**src/hdl/uart_pkg.sv**
```systemverilog
// holds the constants and carrier types of one serial channel
// assumes a 20 MHz ref_clk and a byte-wide host register port
package uart_pkg;
	localparam logic [2:0] OFS_DATA   = 3'h0;
	localparam logic [2:0] OFS_IEN    = 3'h1;
	localparam logic [2:0] OFS_IDENT  = 3'h2;
	localparam logic [2:0] OFS_LFMT   = 3'h3;
	localparam logic [2:0] OFS_MCTL   = 3'h4;
	localparam logic [2:0] OFS_LSTATE = 3'h5;
	localparam logic [2:0] OFS_MSTATE = 3'h6;
	localparam logic [2:0] OFS_SCR    = 3'h7;
	localparam logic [7:0] OFS_FCR_SHADOW1 = 8'h20;
	localparam logic [7:0] OFS_FCR_SHADOW2 = 8'h21;
	localparam logic [7:0] OFS_EV_STATUS   = 8'h30;
	localparam logic [7:0] OFS_EV_CLEAR    = 8'h31;
	localparam logic [7:0] OFS_EV_ENABLE   = 8'h32;
	localparam logic [7:0] OFS_CONFIG      = 8'h33;
	localparam int LF_BANK   = 7;
	localparam int LF_BREAK  = 6;
	localparam int LF_STICK  = 5;
	localparam int LF_EVEN   = 4;
	localparam int LF_PARITY = 3;
	localparam int LF_STOP   = 2;
	localparam int FC_ENABLE = 0;
	localparam int FC_RXCLR  = 1;
	localparam int FC_TXCLR  = 2;
	localparam int CFG_LEGACY = 0;
	localparam int CFG_HSPEED = 1;
	localparam int CFG_CHAN2  = 2;
	localparam logic [7:0]  IDENT_RESET = 8'h01;
	localparam logic [7:0]  LSTATE_RESET = 8'h60;
	localparam logic [15:0] DIV_HS_230K = 16'h8002;
	localparam logic [15:0] DIV_HS_460K = 16'h8001;
	localparam logic [2:0]  ID_LINE = 3'h3;
	localparam logic [2:0]  ID_RXD  = 3'h2;
	localparam logic [2:0]  ID_TX_HOLDING_EMPTY = 3'h1;
	localparam logic [2:0]  ID_MDM  = 3'h0;
	localparam int EV_RXD  = 0;
	localparam int EV_TX_HOLDING_EMPTY = 1;
	localparam int EV_LINE = 2;
	localparam int EV_MDM  = 3;
	typedef struct packed {
		logic [7:0] addr;
		logic [7:0] wdata;
		logic       wr;
		logic       rd;
	} host_req_t;
	typedef struct packed {
		logic       stick;
		logic       even;
		logic       parity;
		logic       stop2;
		logic [1:0] wlen;
	} frame_fmt_t;
endpackage

```
**src/hdl/uart_serial.sv**
```systemverilog
// holds the serial shifter: transmit and receive of one character
// assumes a one-cycle 16x baud enable and a synchronised rx input
`timescale 1ns/1ns
module uart_serial (
	input  wire logic                 ref_clk,   // clock
	input  wire logic                 rst_n,     // sync reset
	input  wire logic                 tick16,    // 16x baud enable
	input  wire uart_pkg::frame_fmt_t fmt,       // line format
	input  wire logic                 brk,       // force break
	input  wire logic                 tx_load,   // start a character
	input  wire logic [7:0]           tx_byte,   // character to send
	output logic                      tx_busy,   // shifter holds data
	output logic                      txd,       // serial out
	input  wire logic                 rxd_s,     // synced serial in
	output logic                      rx_done,   // character received
	output logic [7:0]                rx_byte,   // received character
	output logic                      rx_perr,   // parity error, never set
	output logic                      rx_ferr    // framing error
);
	logic [11:0] tsh_q;
	logic [3:0]  tph_q, rph_q;
	logic [3:0]  tcnt_q, rcnt_q;
	logic [3:0]  nbits;
	logic        par_tx;
	logic        rbusy_q;
	logic [10:0] rsh_q;
	logic        txo_q;
	// unused upper data bits of short words
	wire  [7:0]  msk = 8'he0 << fmt.wlen;
	assign nbits  = 4'h6 + {2'h0, fmt.wlen} + {3'h0, fmt.parity} + {3'h0, fmt.stop2};
	assign par_tx = fmt.stick ? ~fmt.even : (^(tx_byte & ~msk)) ^ ~fmt.even;
	// start, data lsb first, parity, stop
	// bit 0 first
	// unused data bits read as ones, so they fall into the stop time
	wire [11:0] ppos   = 12'h001 << (4'h5 + {2'h0, fmt.wlen});
	wire [11:0] tframe = ({4'hf, tx_byte | msk} & ~(fmt.parity ? ppos : 12'h000))
		| ((fmt.parity && par_tx) ? ppos : 12'h000);
	always_ff @(posedge ref_clk) begin
		if (!rst_n) begin
			tsh_q <= 12'hfff; tph_q <= 4'h0; tcnt_q <= 4'h0; tx_busy <= 1'b0; txo_q <= 1'b1;
		end else if (tx_load && !tx_busy) begin
			tsh_q <= {tframe[10:0], 1'b0}; tph_q <= 4'h0; tcnt_q <= nbits + 4'h1; tx_busy <= 1'b1;
		end else if (tick16 && tx_busy) begin
			tph_q <= tph_q + 4'h1;
			if (tph_q == 4'hf) begin
				tsh_q <= {1'b1, tsh_q[11:1]};
				tcnt_q <= tcnt_q - 4'h1;
				if (tcnt_q == 4'h1) tx_busy <= 1'b0;
			end
			txo_q <= tsh_q[0];
		end else if (!tx_busy) begin
			txo_q <= 1'b1;
		end
	end
	assign txd = txo_q & ~brk;
	// taken before the stop sample lands, so parity shifts the data window
	wire [7:0] rraw = fmt.parity ? rsh_q[9:2] : rsh_q[10:3];
	wire [7:0] rdat = rraw >> (3'h3 - {1'b0, fmt.wlen});
	always_ff @(posedge ref_clk) begin
		if (!rst_n) begin
			rbusy_q <= 1'b0; rph_q <= 4'h0; rcnt_q <= 4'h0; rsh_q <= 11'h000;
			rx_done <= 1'b0; rx_byte <= 8'h00; rx_perr <= 1'b0; rx_ferr <= 1'b0;
		end else begin
			rx_done <= 1'b0;
			if (tick16) begin
				if (!rbusy_q) begin
					if (!rxd_s) begin
						rbusy_q <= 1'b1;
						rph_q <= 4'h1;
						// start, data, parity and the first stop only
						rcnt_q <= 4'h7 + {2'h0, fmt.wlen} + {3'h0, fmt.parity};
					end
				end else begin
					rph_q <= rph_q + 4'h1;
					if (rph_q == 4'h7) begin
						rsh_q <= {rxd_s, rsh_q[10:1]};
						rcnt_q <= rcnt_q - 4'h1;
						if (rcnt_q == 4'h1) begin
							rbusy_q <= 1'b0;
							rx_done <= 1'b1;
							rx_byte <= rdat & ~msk;
							rx_ferr <= ~rxd_s;
							rx_perr <= 1'b0;
						end
					end
				end
			end
		end
	end
endmodule

```
**src/hdl/uart_regs.sv**
```systemverilog
// holds the host register file of one serial channel
// assumes a synchronous byte-wide register port from the host
//
// Added by the designer: the strobed register port.
`timescale 1ns/1ns
module uart_regs (
	input  wire logic       ref_clk,  // 20 MHz clock
	input  wire logic       rst_n,    // sync reset
	input  wire logic [7:0] addr,     // register offset
	input  wire logic [7:0] wdata,    // write data
	input  wire logic       wr,       // write strobe
	input  wire logic       rd,       // read strobe
	output logic [7:0]      rdata,    // read data next cycle
	output logic            txd,      // serial out
	input  wire logic       rxd,      // serial in
	input  wire logic [3:0] mdm_in,   // cts dsr ri dcd
	output logic            dtr_n,    // terminal ready
	output logic            rts_n,    // request to send
	output logic            irq       // interrupt level
);
	// ****************************************************************
	// registers
	// ****************************************************************
	logic [7:0]  ien_q, lfmt_q, mctl_q, scr_q, fcr_q, sh1_q, sh2_q, cfg_q;
	logic [7:0]  dll_q, dlm_q, thr_q, rbr_q;
	logic        thr_full_q, dr_q, oe_q, pe_q, fe_q, rdata_sel;
	logic [3:0]  ev_q, evn_q, dmdm_q;
	logic [3:0]  mdm_s1_q, mdm_s2_q, mdm_old_q;
	logic        rx_s1_q, rx_s2_q;
	logic [7:0]  rdata_d;
	logic [15:0] bcnt_q;
	logic        tick16, tx_busy, rx_done, rx_perr, rx_ferr;
	logic [7:0]  rx_byte;
	wire         bank   = lfmt_q[uart_pkg::LF_BANK];
	wire         fifo_on = fcr_q[uart_pkg::FC_ENABLE];
	wire         legacy = cfg_q[uart_pkg::CFG_LEGACY];
	wire         is_lo  = addr[7:3] == 5'h00;
	wire         w_thr  = wr && is_lo && addr[2:0] == uart_pkg::OFS_DATA && !bank;
	wire         w_dll  = wr && is_lo && addr[2:0] == uart_pkg::OFS_DATA && bank;
	wire         w_ien  = wr && is_lo && addr[2:0] == uart_pkg::OFS_IEN && !bank;
	wire         w_dlm  = wr && is_lo && addr[2:0] == uart_pkg::OFS_IEN && bank;
	wire         w_fcr  = wr && is_lo && addr[2:0] == uart_pkg::OFS_IDENT;
	wire         r_rbr  = rd && is_lo && addr[2:0] == uart_pkg::OFS_DATA && !bank;
	wire         r_lsr  = rd && is_lo && addr[2:0] == uart_pkg::OFS_LSTATE;
	wire         r_iir  = rd && is_lo && addr[2:0] == uart_pkg::OFS_IDENT;
	wire         r_msr  = rd && is_lo && addr[2:0] == uart_pkg::OFS_MSTATE;
	wire [15:0]  divisor = {dlm_q, dll_q};
	// high-speed codes 8002 and 8001 both map to a divide of 1
	wire         hs = cfg_q[uart_pkg::CFG_HSPEED];
	wire         hs_tick = hs && (divisor == uart_pkg::DIV_HS_230K || divisor == uart_pkg::DIV_HS_460K);
	wire [15:0]  div_eff = (divisor == 16'h0000) ? 16'h0001 : (hs_tick ? 16'h0001 : divisor);
	// ****************************************************************
	// baud divider and serial core
	// ****************************************************************
	always_ff @(posedge ref_clk) begin
		if (!rst_n || bcnt_q + 16'h0001 >= div_eff) bcnt_q <= 16'h0000;
		else bcnt_q <= bcnt_q + 16'h0001;
	end
	assign tick16 = bcnt_q + 16'h0001 >= div_eff;
	always_ff @(posedge ref_clk) begin
		if (!rst_n) begin rx_s1_q <= 1'b1; rx_s2_q <= 1'b1; mdm_s1_q <= 4'h0; mdm_s2_q <= 4'h0; end
		else begin rx_s1_q <= rxd; rx_s2_q <= rx_s1_q; mdm_s1_q <= mdm_in; mdm_s2_q <= mdm_s1_q; end
	end
	uart_serial u_ser (
		.ref_clk (ref_clk),
		.rst_n   (rst_n),
		.tick16  (tick16),
		.fmt     (lfmt_q[5:0]),
		.brk     (lfmt_q[uart_pkg::LF_BREAK]),
		.tx_load (thr_full_q),
		.tx_byte (thr_q),
		.tx_busy (tx_busy),
		.txd     (txd),
		.rxd_s   (mctl_q[4] ? txd : rx_s2_q),
		.rx_done (rx_done),
		.rx_byte (rx_byte),
		.rx_perr (rx_perr),
		.rx_ferr (rx_ferr)
	);
	// ****************************************************************
	// register writes
	// ****************************************************************
	always_ff @(posedge ref_clk) begin
		if (!rst_n) begin
			ien_q <= 8'h00; lfmt_q <= 8'h00; mctl_q <= 8'h00; scr_q <= 8'h00; fcr_q <= 8'h00;
			sh1_q <= 8'h00; sh2_q <= 8'h00; cfg_q <= 8'h00; dll_q <= 8'h00; dlm_q <= 8'h00;
			thr_q <= 8'h00;
		end else if (wr) begin
			if (w_dll) dll_q <= wdata;
			if (w_dlm) dlm_q <= wdata;
			if (w_ien) ien_q <= {4'h0, wdata[3:0]};
			if (w_thr) thr_q <= wdata;
			if (w_fcr) fcr_q <= {wdata[7:6], 5'h00, wdata[0]};
			// shadow copy of the raw write
			if (w_fcr && !cfg_q[uart_pkg::CFG_CHAN2]) sh1_q <= wdata;
			if (w_fcr && cfg_q[uart_pkg::CFG_CHAN2]) sh2_q <= wdata;
			if (is_lo && addr[2:0] == uart_pkg::OFS_LFMT) lfmt_q <= wdata;
			if (is_lo && addr[2:0] == uart_pkg::OFS_MCTL) mctl_q <= {3'h0, wdata[4:0]};
			if (is_lo && addr[2:0] == uart_pkg::OFS_SCR && !legacy) scr_q <= wdata;
			if (addr == uart_pkg::OFS_CONFIG) cfg_q <= {5'h00, wdata[2:0]};
		end
	end
	// ****************************************************************
	// line and event state
	// ****************************************************************
	always_ff @(posedge ref_clk) begin
		if (!rst_n) begin
			thr_full_q <= 1'b0; dr_q <= 1'b0; oe_q <= 1'b0; pe_q <= 1'b0; fe_q <= 1'b0;
			rbr_q <= 8'h00; dmdm_q <= 4'h0; mdm_old_q <= 4'h0;
		end else begin
			if (w_thr) thr_full_q <= 1'b1;
			else if (!tx_busy) thr_full_q <= 1'b0;
			if (rx_done) begin
				rbr_q <= rx_byte; dr_q <= 1'b1; oe_q <= dr_q; pe_q <= rx_perr; fe_q <= rx_ferr;
			end else begin
				if (r_rbr) dr_q <= 1'b0;
				if (r_lsr) begin oe_q <= 1'b0; pe_q <= 1'b0; fe_q <= 1'b0; end
			end
			// receive clear drops the held character
			if (w_fcr && wdata[uart_pkg::FC_RXCLR] && !rx_done) dr_q <= 1'b0;
			mdm_old_q <= mdm_s2_q;
			dmdm_q <= (r_msr ? 4'h0 : dmdm_q) | (mdm_s2_q ^ mdm_old_q);
		end
	end
	assign evn_q = {|dmdm_q, oe_q | pe_q | fe_q, ~thr_full_q, dr_q};
	logic [3:0] ev_q_prev;
	// sticky events: a new event beats a same-cycle clear
	always_ff @(posedge ref_clk) begin
		if (!rst_n) ev_q <= 4'h0;
		else ev_q <= (ev_q & ~((wr && addr == uart_pkg::OFS_EV_CLEAR) ? wdata[3:0] : 4'h0)) | (evn_q & ~ev_q_prev);
	end
	always_ff @(posedge ref_clk) begin
		if (!rst_n) ev_q_prev <= 4'h0;
		else ev_q_prev <= evn_q;
	end
	logic [3:0] ev_en_q;
	always_ff @(posedge ref_clk) begin
		if (!rst_n) ev_en_q <= 4'h0;
		else if (wr && addr == uart_pkg::OFS_EV_ENABLE) ev_en_q <= wdata[3:0];
	end
	assign irq = |(ev_q & ev_en_q);
	// ****************************************************************
	// identification and read mux
	// ****************************************************************
	wire [3:0]  pend = evn_q & ien_q[3:0];
	// priority line > rx > tx_holding_empty > modem
	wire [2:0]  code = pend[uart_pkg::EV_LINE] ? uart_pkg::ID_LINE : pend[uart_pkg::EV_RXD] ? uart_pkg::ID_RXD
		: pend[uart_pkg::EV_TX_HOLDING_EMPTY] ? uart_pkg::ID_TX_HOLDING_EMPTY : uart_pkg::ID_MDM;
	// fifo bits only in fifo mode
	wire [7:0]  iir_v = {fifo_on, fifo_on, 2'h0, code & {3{|pend}}, ~|pend};
	wire [7:0]  iir_w = {iir_v[7:4], 1'b0, iir_v[2:0]};
	// legacy forces empty on idle shifter
	wire        transmitter_empty = legacy ? !tx_busy : (!tx_busy && !thr_full_q);
	wire [7:0]  lsr_v = {fifo_on & (pe_q | fe_q), transmitter_empty, ~thr_full_q, 1'b0, fe_q, pe_q, oe_q, dr_q};
	wire [7:0]  msr_v = {mdm_s2_q, dmdm_q};
	assign rdata_d = !is_lo ? ((addr == uart_pkg::OFS_FCR_SHADOW1) ? sh1_q : (addr == uart_pkg::OFS_FCR_SHADOW2) ? sh2_q
		: (addr == uart_pkg::OFS_EV_STATUS) ? {4'h0, ev_q} : (addr == uart_pkg::OFS_EV_ENABLE) ? {4'h0, ev_en_q}
		: (addr == uart_pkg::OFS_CONFIG) ? cfg_q : 8'h00)
		: (addr[2:0] == uart_pkg::OFS_DATA) ? (bank ? dll_q : rbr_q)
		: (addr[2:0] == uart_pkg::OFS_IEN) ? (bank ? dlm_q : ien_q)
		: (addr[2:0] == uart_pkg::OFS_IDENT) ? iir_w
		: (addr[2:0] == uart_pkg::OFS_LFMT) ? lfmt_q
		: (addr[2:0] == uart_pkg::OFS_MCTL) ? mctl_q
		: (addr[2:0] == uart_pkg::OFS_LSTATE) ? lsr_v
		: (addr[2:0] == uart_pkg::OFS_MSTATE) ? msr_v
		: (legacy ? 8'h00 : scr_q);
	always_ff @(posedge ref_clk) begin
		if (!rst_n) rdata <= 8'h00;
		else if (rd) rdata <= rdata_d;
		else rdata <= 8'h00;
	end
	// pins from bits 0 and 1 only
	assign dtr_n = ~mctl_q[0];
	assign rts_n = ~mctl_q[1];
	assign rdata_sel = r_iir;
	// ****************************************************************
	// checks
	// ****************************************************************
	a_ident_idle: assert property (@(posedge ref_clk) disable iff (!rst_n)
		(pend == 4'h0) |-> iir_w[0]) else $error("ident idle bit wrong");
	a_fifo_bits_zero: assert property (@(posedge ref_clk) disable iff (!rst_n)
		!fifo_on |-> (iir_w[7:6] == 2'h0 && iir_w[3] == 1'b0 && lsr_v[7] == 1'b0)) else $error("fifo bits set");
	a_shadow_copy: assert property (@(posedge ref_clk) disable iff (!rst_n)
		(w_fcr && !cfg_q[2]) |=> sh1_q == $past(wdata)) else $error("shadow not copied");
	a_legacy_transmitter_empty: assert property (@(posedge ref_clk) disable iff (!rst_n)
		(legacy && !tx_busy) |-> lsr_v[6]) else $error("legacy empty missing");
	a_dma_ignored: assert property (@(posedge ref_clk) disable iff (!rst_n)
		fcr_q[3] == 1'b0) else $error("dma bit stored");
	a_scratch_hidden: assert property (@(posedge ref_clk) disable iff (!rst_n)
		(rd && addr == 8'h07 && legacy) |=> rdata == 8'h00) else $error("scratch visible");
	a_bank_divisor: assert property (@(posedge ref_clk) disable iff (!rst_n)
		(w_dll) |=> dll_q == $past(wdata) && rbr_q == $past(rbr_q)) else $error("divisor bank wrong");
	a_line_reset: assert property (@(posedge ref_clk)
		!rst_n |=> lsr_v == 8'h60) else $error("line state reset wrong");
endmodule

```
**config.mk**
```make
export PLATFORM = sky130hd
export DESIGN_NAME = uart_regs
export DESIGN_NICKNAME = d
export VERILOG_FILES = /design/src/hdl/uart_pkg.sv /design/src/hdl/uart_serial.sv /design/src/hdl/uart_regs.sv
export SDC_FILE = /design/constraint.sdc
export NUM_CORES = 1
export LEC_CHECK = 0
export BUFFER_PORTS_ARGS = -buffer_cell sky130_fd_sc_hd__buf_2
export CORE_MARGIN = 5
export CORE_UTILIZATION = 55
export DETAILED_ROUTE_END_ITERATION = 7
export HOLD_SLACK_MARGIN = 0.15
export PLACE_DENSITY = 0.75
export SLEW_MARGIN = 10
export SYNTH_ARGS = -nofsm -noshare
export SYNTH_HDL_FRONTEND = slang
export SYNTH_SLANG_ARGS = --single-unit
```
**constraint.sdc**
```tcl
create_clock -name ref_clk -period 3.9 [get_ports ref_clk]
set_input_delay 0.195 -clock ref_clk [delete_from_list [all_inputs] [get_ports ref_clk]]
set_output_delay 0.195 -clock ref_clk [all_outputs]
set_load 0.01 [all_outputs]
```
==> qor.txt <==
Root Driver = clkbuf_16
largest cells by area after synthesis = dfxtp_1, mux2i_1, nor2_1
FFs w/ async S/R, synth = 0
WP data required = 4.28 ns
setup slack at placement = 0.260 ns
DRT iter0 DRCs = 642
Clock Path Buffers = 2
crit share post-route = 0.884
WP data arrival = 3.82 ns
compound-gate portion of the synthesized area = 0.148
Die ar. = 19100 µm²
crit path launch type = flop
Crit Reg-Reg Startpoint = bcnt_q[4]
Yosys reg bits = 185
Chip Height = 138 µm
Final min period = 3.45 ns
most frequent cells in the layout = dfxtp_1, nor2_1, mux2i_1
Via Count = 7645
Setup CP Type = flop to flop
number of setup buffers added after CTS = 0
pin count of the biggest net entering global routing = 62
largest area contributor in the netlist = dfxtp_1
post-synthesis adder-cell area fraction = 0.0396
commonest non-fill, non-tap cell in the layout = dfxtp_1
initial antenna violation count = 0
Setup crit start = bcnt_q[4]
Unique masters post-synth = 75
sequential area share after synthesis = 0.410
Worst-Skew Late Latency = 0.44 ns
leakage power = 3.99 nW
final WL = 22400 µm
fin cells = 1282
CTS Buf Count = 17
post-route ant nets = 0
Via-to-Cell Ratio = 5.96
HPWL after DPL = 15200 µm
reg-to-reg setup timing slack = 0.45 ns
share of layout cells above drive strength 1 = 0.0947
vias in the first global route = 7203
CORE AREA = 16000 µm²
Worst Hold Depth = 3
CTS tree = yes
Cells after DPL = 1239
Max-cap violations = 0
RSZ-0062 raised after global routing = false
final core utilization = 0.628
Final Skew = 0.0119 ns
setup tns final = 0 ns
P&R area growth vs syn = 11.3%
xor/xnor share of the synthesized area = 0.0296
final-layout fill cell count = 1442
setup violators final = 0
post-synthesis cell count = 1034
PwrDens = 380 nW/µm²
crit-path max FO = 15
# H-tree levels = 4
Synth Flop Type = dfxtp_1
Slew Limit Headroom = 0.412
Fmax = 290 MHz
WL/cell = 17.5 µm
hold path startpoint = wdata[0]
gr ovfl total = 0
Clock transition at path regs = 0.07 ns
Ys Warns = 0
worst-margin pin slew = 0.882 ns
syn avg cell area = 8.74 µm²
Placed Area = 9350 µm²
Reg2Reg Depth = 14
Post-layout nets = 1106
synthesized cell area = 9040 µm²
CTS sink cnt = 185
worst hold endpoint = sh2_q[0]
Peak VDD IR = 0.000351 V
post-route cell area = 10100 µm²
post-synthesis simple-gate area fraction = 0.202
Reg-to-Reg End = bcnt_q[15]
Initial Utilization = 0.565
I/O Buffers = 36
num rows = 46
Ports = 37
number of flops mapped to enable cells by yosys = 0
first-pass GRT wire length = 37300 µm
hold slack final = 0.191 ns
Synthesized Nets = 1087
Pwr Total = 3.82 mW
Pins Over Slew Limit = 0
drt drc = 2
failing checks = DRC
antenna cells = 0
Tot GR Track Use = 0.234
share of the synthesized area in the top cell type = 0.410
final-report hold violation count = 0
DR pass1 iterations = 8
outcome = finished, violations left
Worst Hold Class = input pin to flop
Crit. End Element = flop
mux share of post-synthesis cell area = 0.125
largest family of logic cells by synthesized area = simple AND/OR/NAND/NOR gates
chip width = 138 µm
Final WS setup = 0.452 ns
placer congestion estimate = 0.938
==> synthesized netlist by cell type (15+ instances only) <==
library cell and number:
a211oi_1 18, a21oi_1 64, and2_1 17, and3_1 19, clkbuf_1 40, dfxtp_1 185
ha_1 27, inv_1 37, mux2i_1 108, nand2_1 75, nand3_1 28, nor2_1 154
nor3_1 15, o21ai_0 25
==> power breakdown <==
part	internal, mW	switching, mW
registers	1.91	0.0134
clock network	0.904	0.809
logic	0.0619	0.125
==> cells by family (layout without fill, tap and decap cells) <==
kind of cell             Yosys count  in the layout
flip-flops                       185            185
adder cells (fa/ha/maj)           28             28
AO/OA/AOI/OAI                    201            201
multiplexers                     111            111
XOR/XNOR                          29             29
AND/OR/NAND/NOR                  377            377
buffers and inverters            103            135
==> worst max-delay path by stage <==
stage / to / slack (ns) / cells past startpoint
CTS: u_ser.tcnt_q[1] / 0.24 / 13
global route: u_ser.tph_q[3] / 0.17 / 14
finish: bcnt_q[15] / 0.45 / 14
floorplan: u_ser.tsh_q[11] / 0.84 / 14
detailed placement: u_ser.tcnt_q[1] / 0.26 / 13
global placement: u_ser.tcnt_q[1] / 0.41 / 13
==> flip-flops by register name (all words and copies together), names as in the netlist, 5 cells and up <==
signal         count
thr_q              8
bcnt_q            16
u_ser.tsh_q       12
u_ser.rsh_q        9
dlm_q              8
sh2_q              8
rdata              8
sh1_q              8
scr_q              8
dll_q              8
lfmt_q             8
rbr_q              8
u_ser.rx_byte      8
mctl_q             5
==> layer usage <==
metal / share of wire / global-route usage
met5: 0 / 0
met4: 0.014 / 0.0712
met3: 0.065 / 0.0441
met2: 0.47 / 0.372
met1: 0.45 / 0.325
==> area by class of cell <==
class                      instances  area, µm²  share of cell area
multi-input combinational        746       4920               0.489
sequential                       185       3700               0.368
clock buffer                      17        425              0.0423
timing repair buffer              63        423              0.0421
tap                              216        270              0.0269
clock inverter                    15        160              0.0159
inverter                          40        151              0.0151
==> what timing repair did <==
item | in CTS | in global routing
gates resized for setup | 0 | 1
endpoints found under the setup margin | 0 | 1
hold buffers | 11 | 0
hold endpoints to repair | 14 | 0
==> worst max-delay path, cell delays in order (launching register included) <==
cell and delay (ns):
dfxtp_1 0.38, and3_1 0.23, nand4_1 0.13, nor3_1 0.28
nand2_1 0.11, xnor2_1 0.20, ha_1 0.29, and3_1 0.20
a221oi_2 0.28, a21boi_1 0.24, a311oi_1 0.09, buf_4 0.21
nor2_1 0.29, buf_4 0.27, and3_1 0.18
Note: power is estimated with default switching activity, not from simulation.
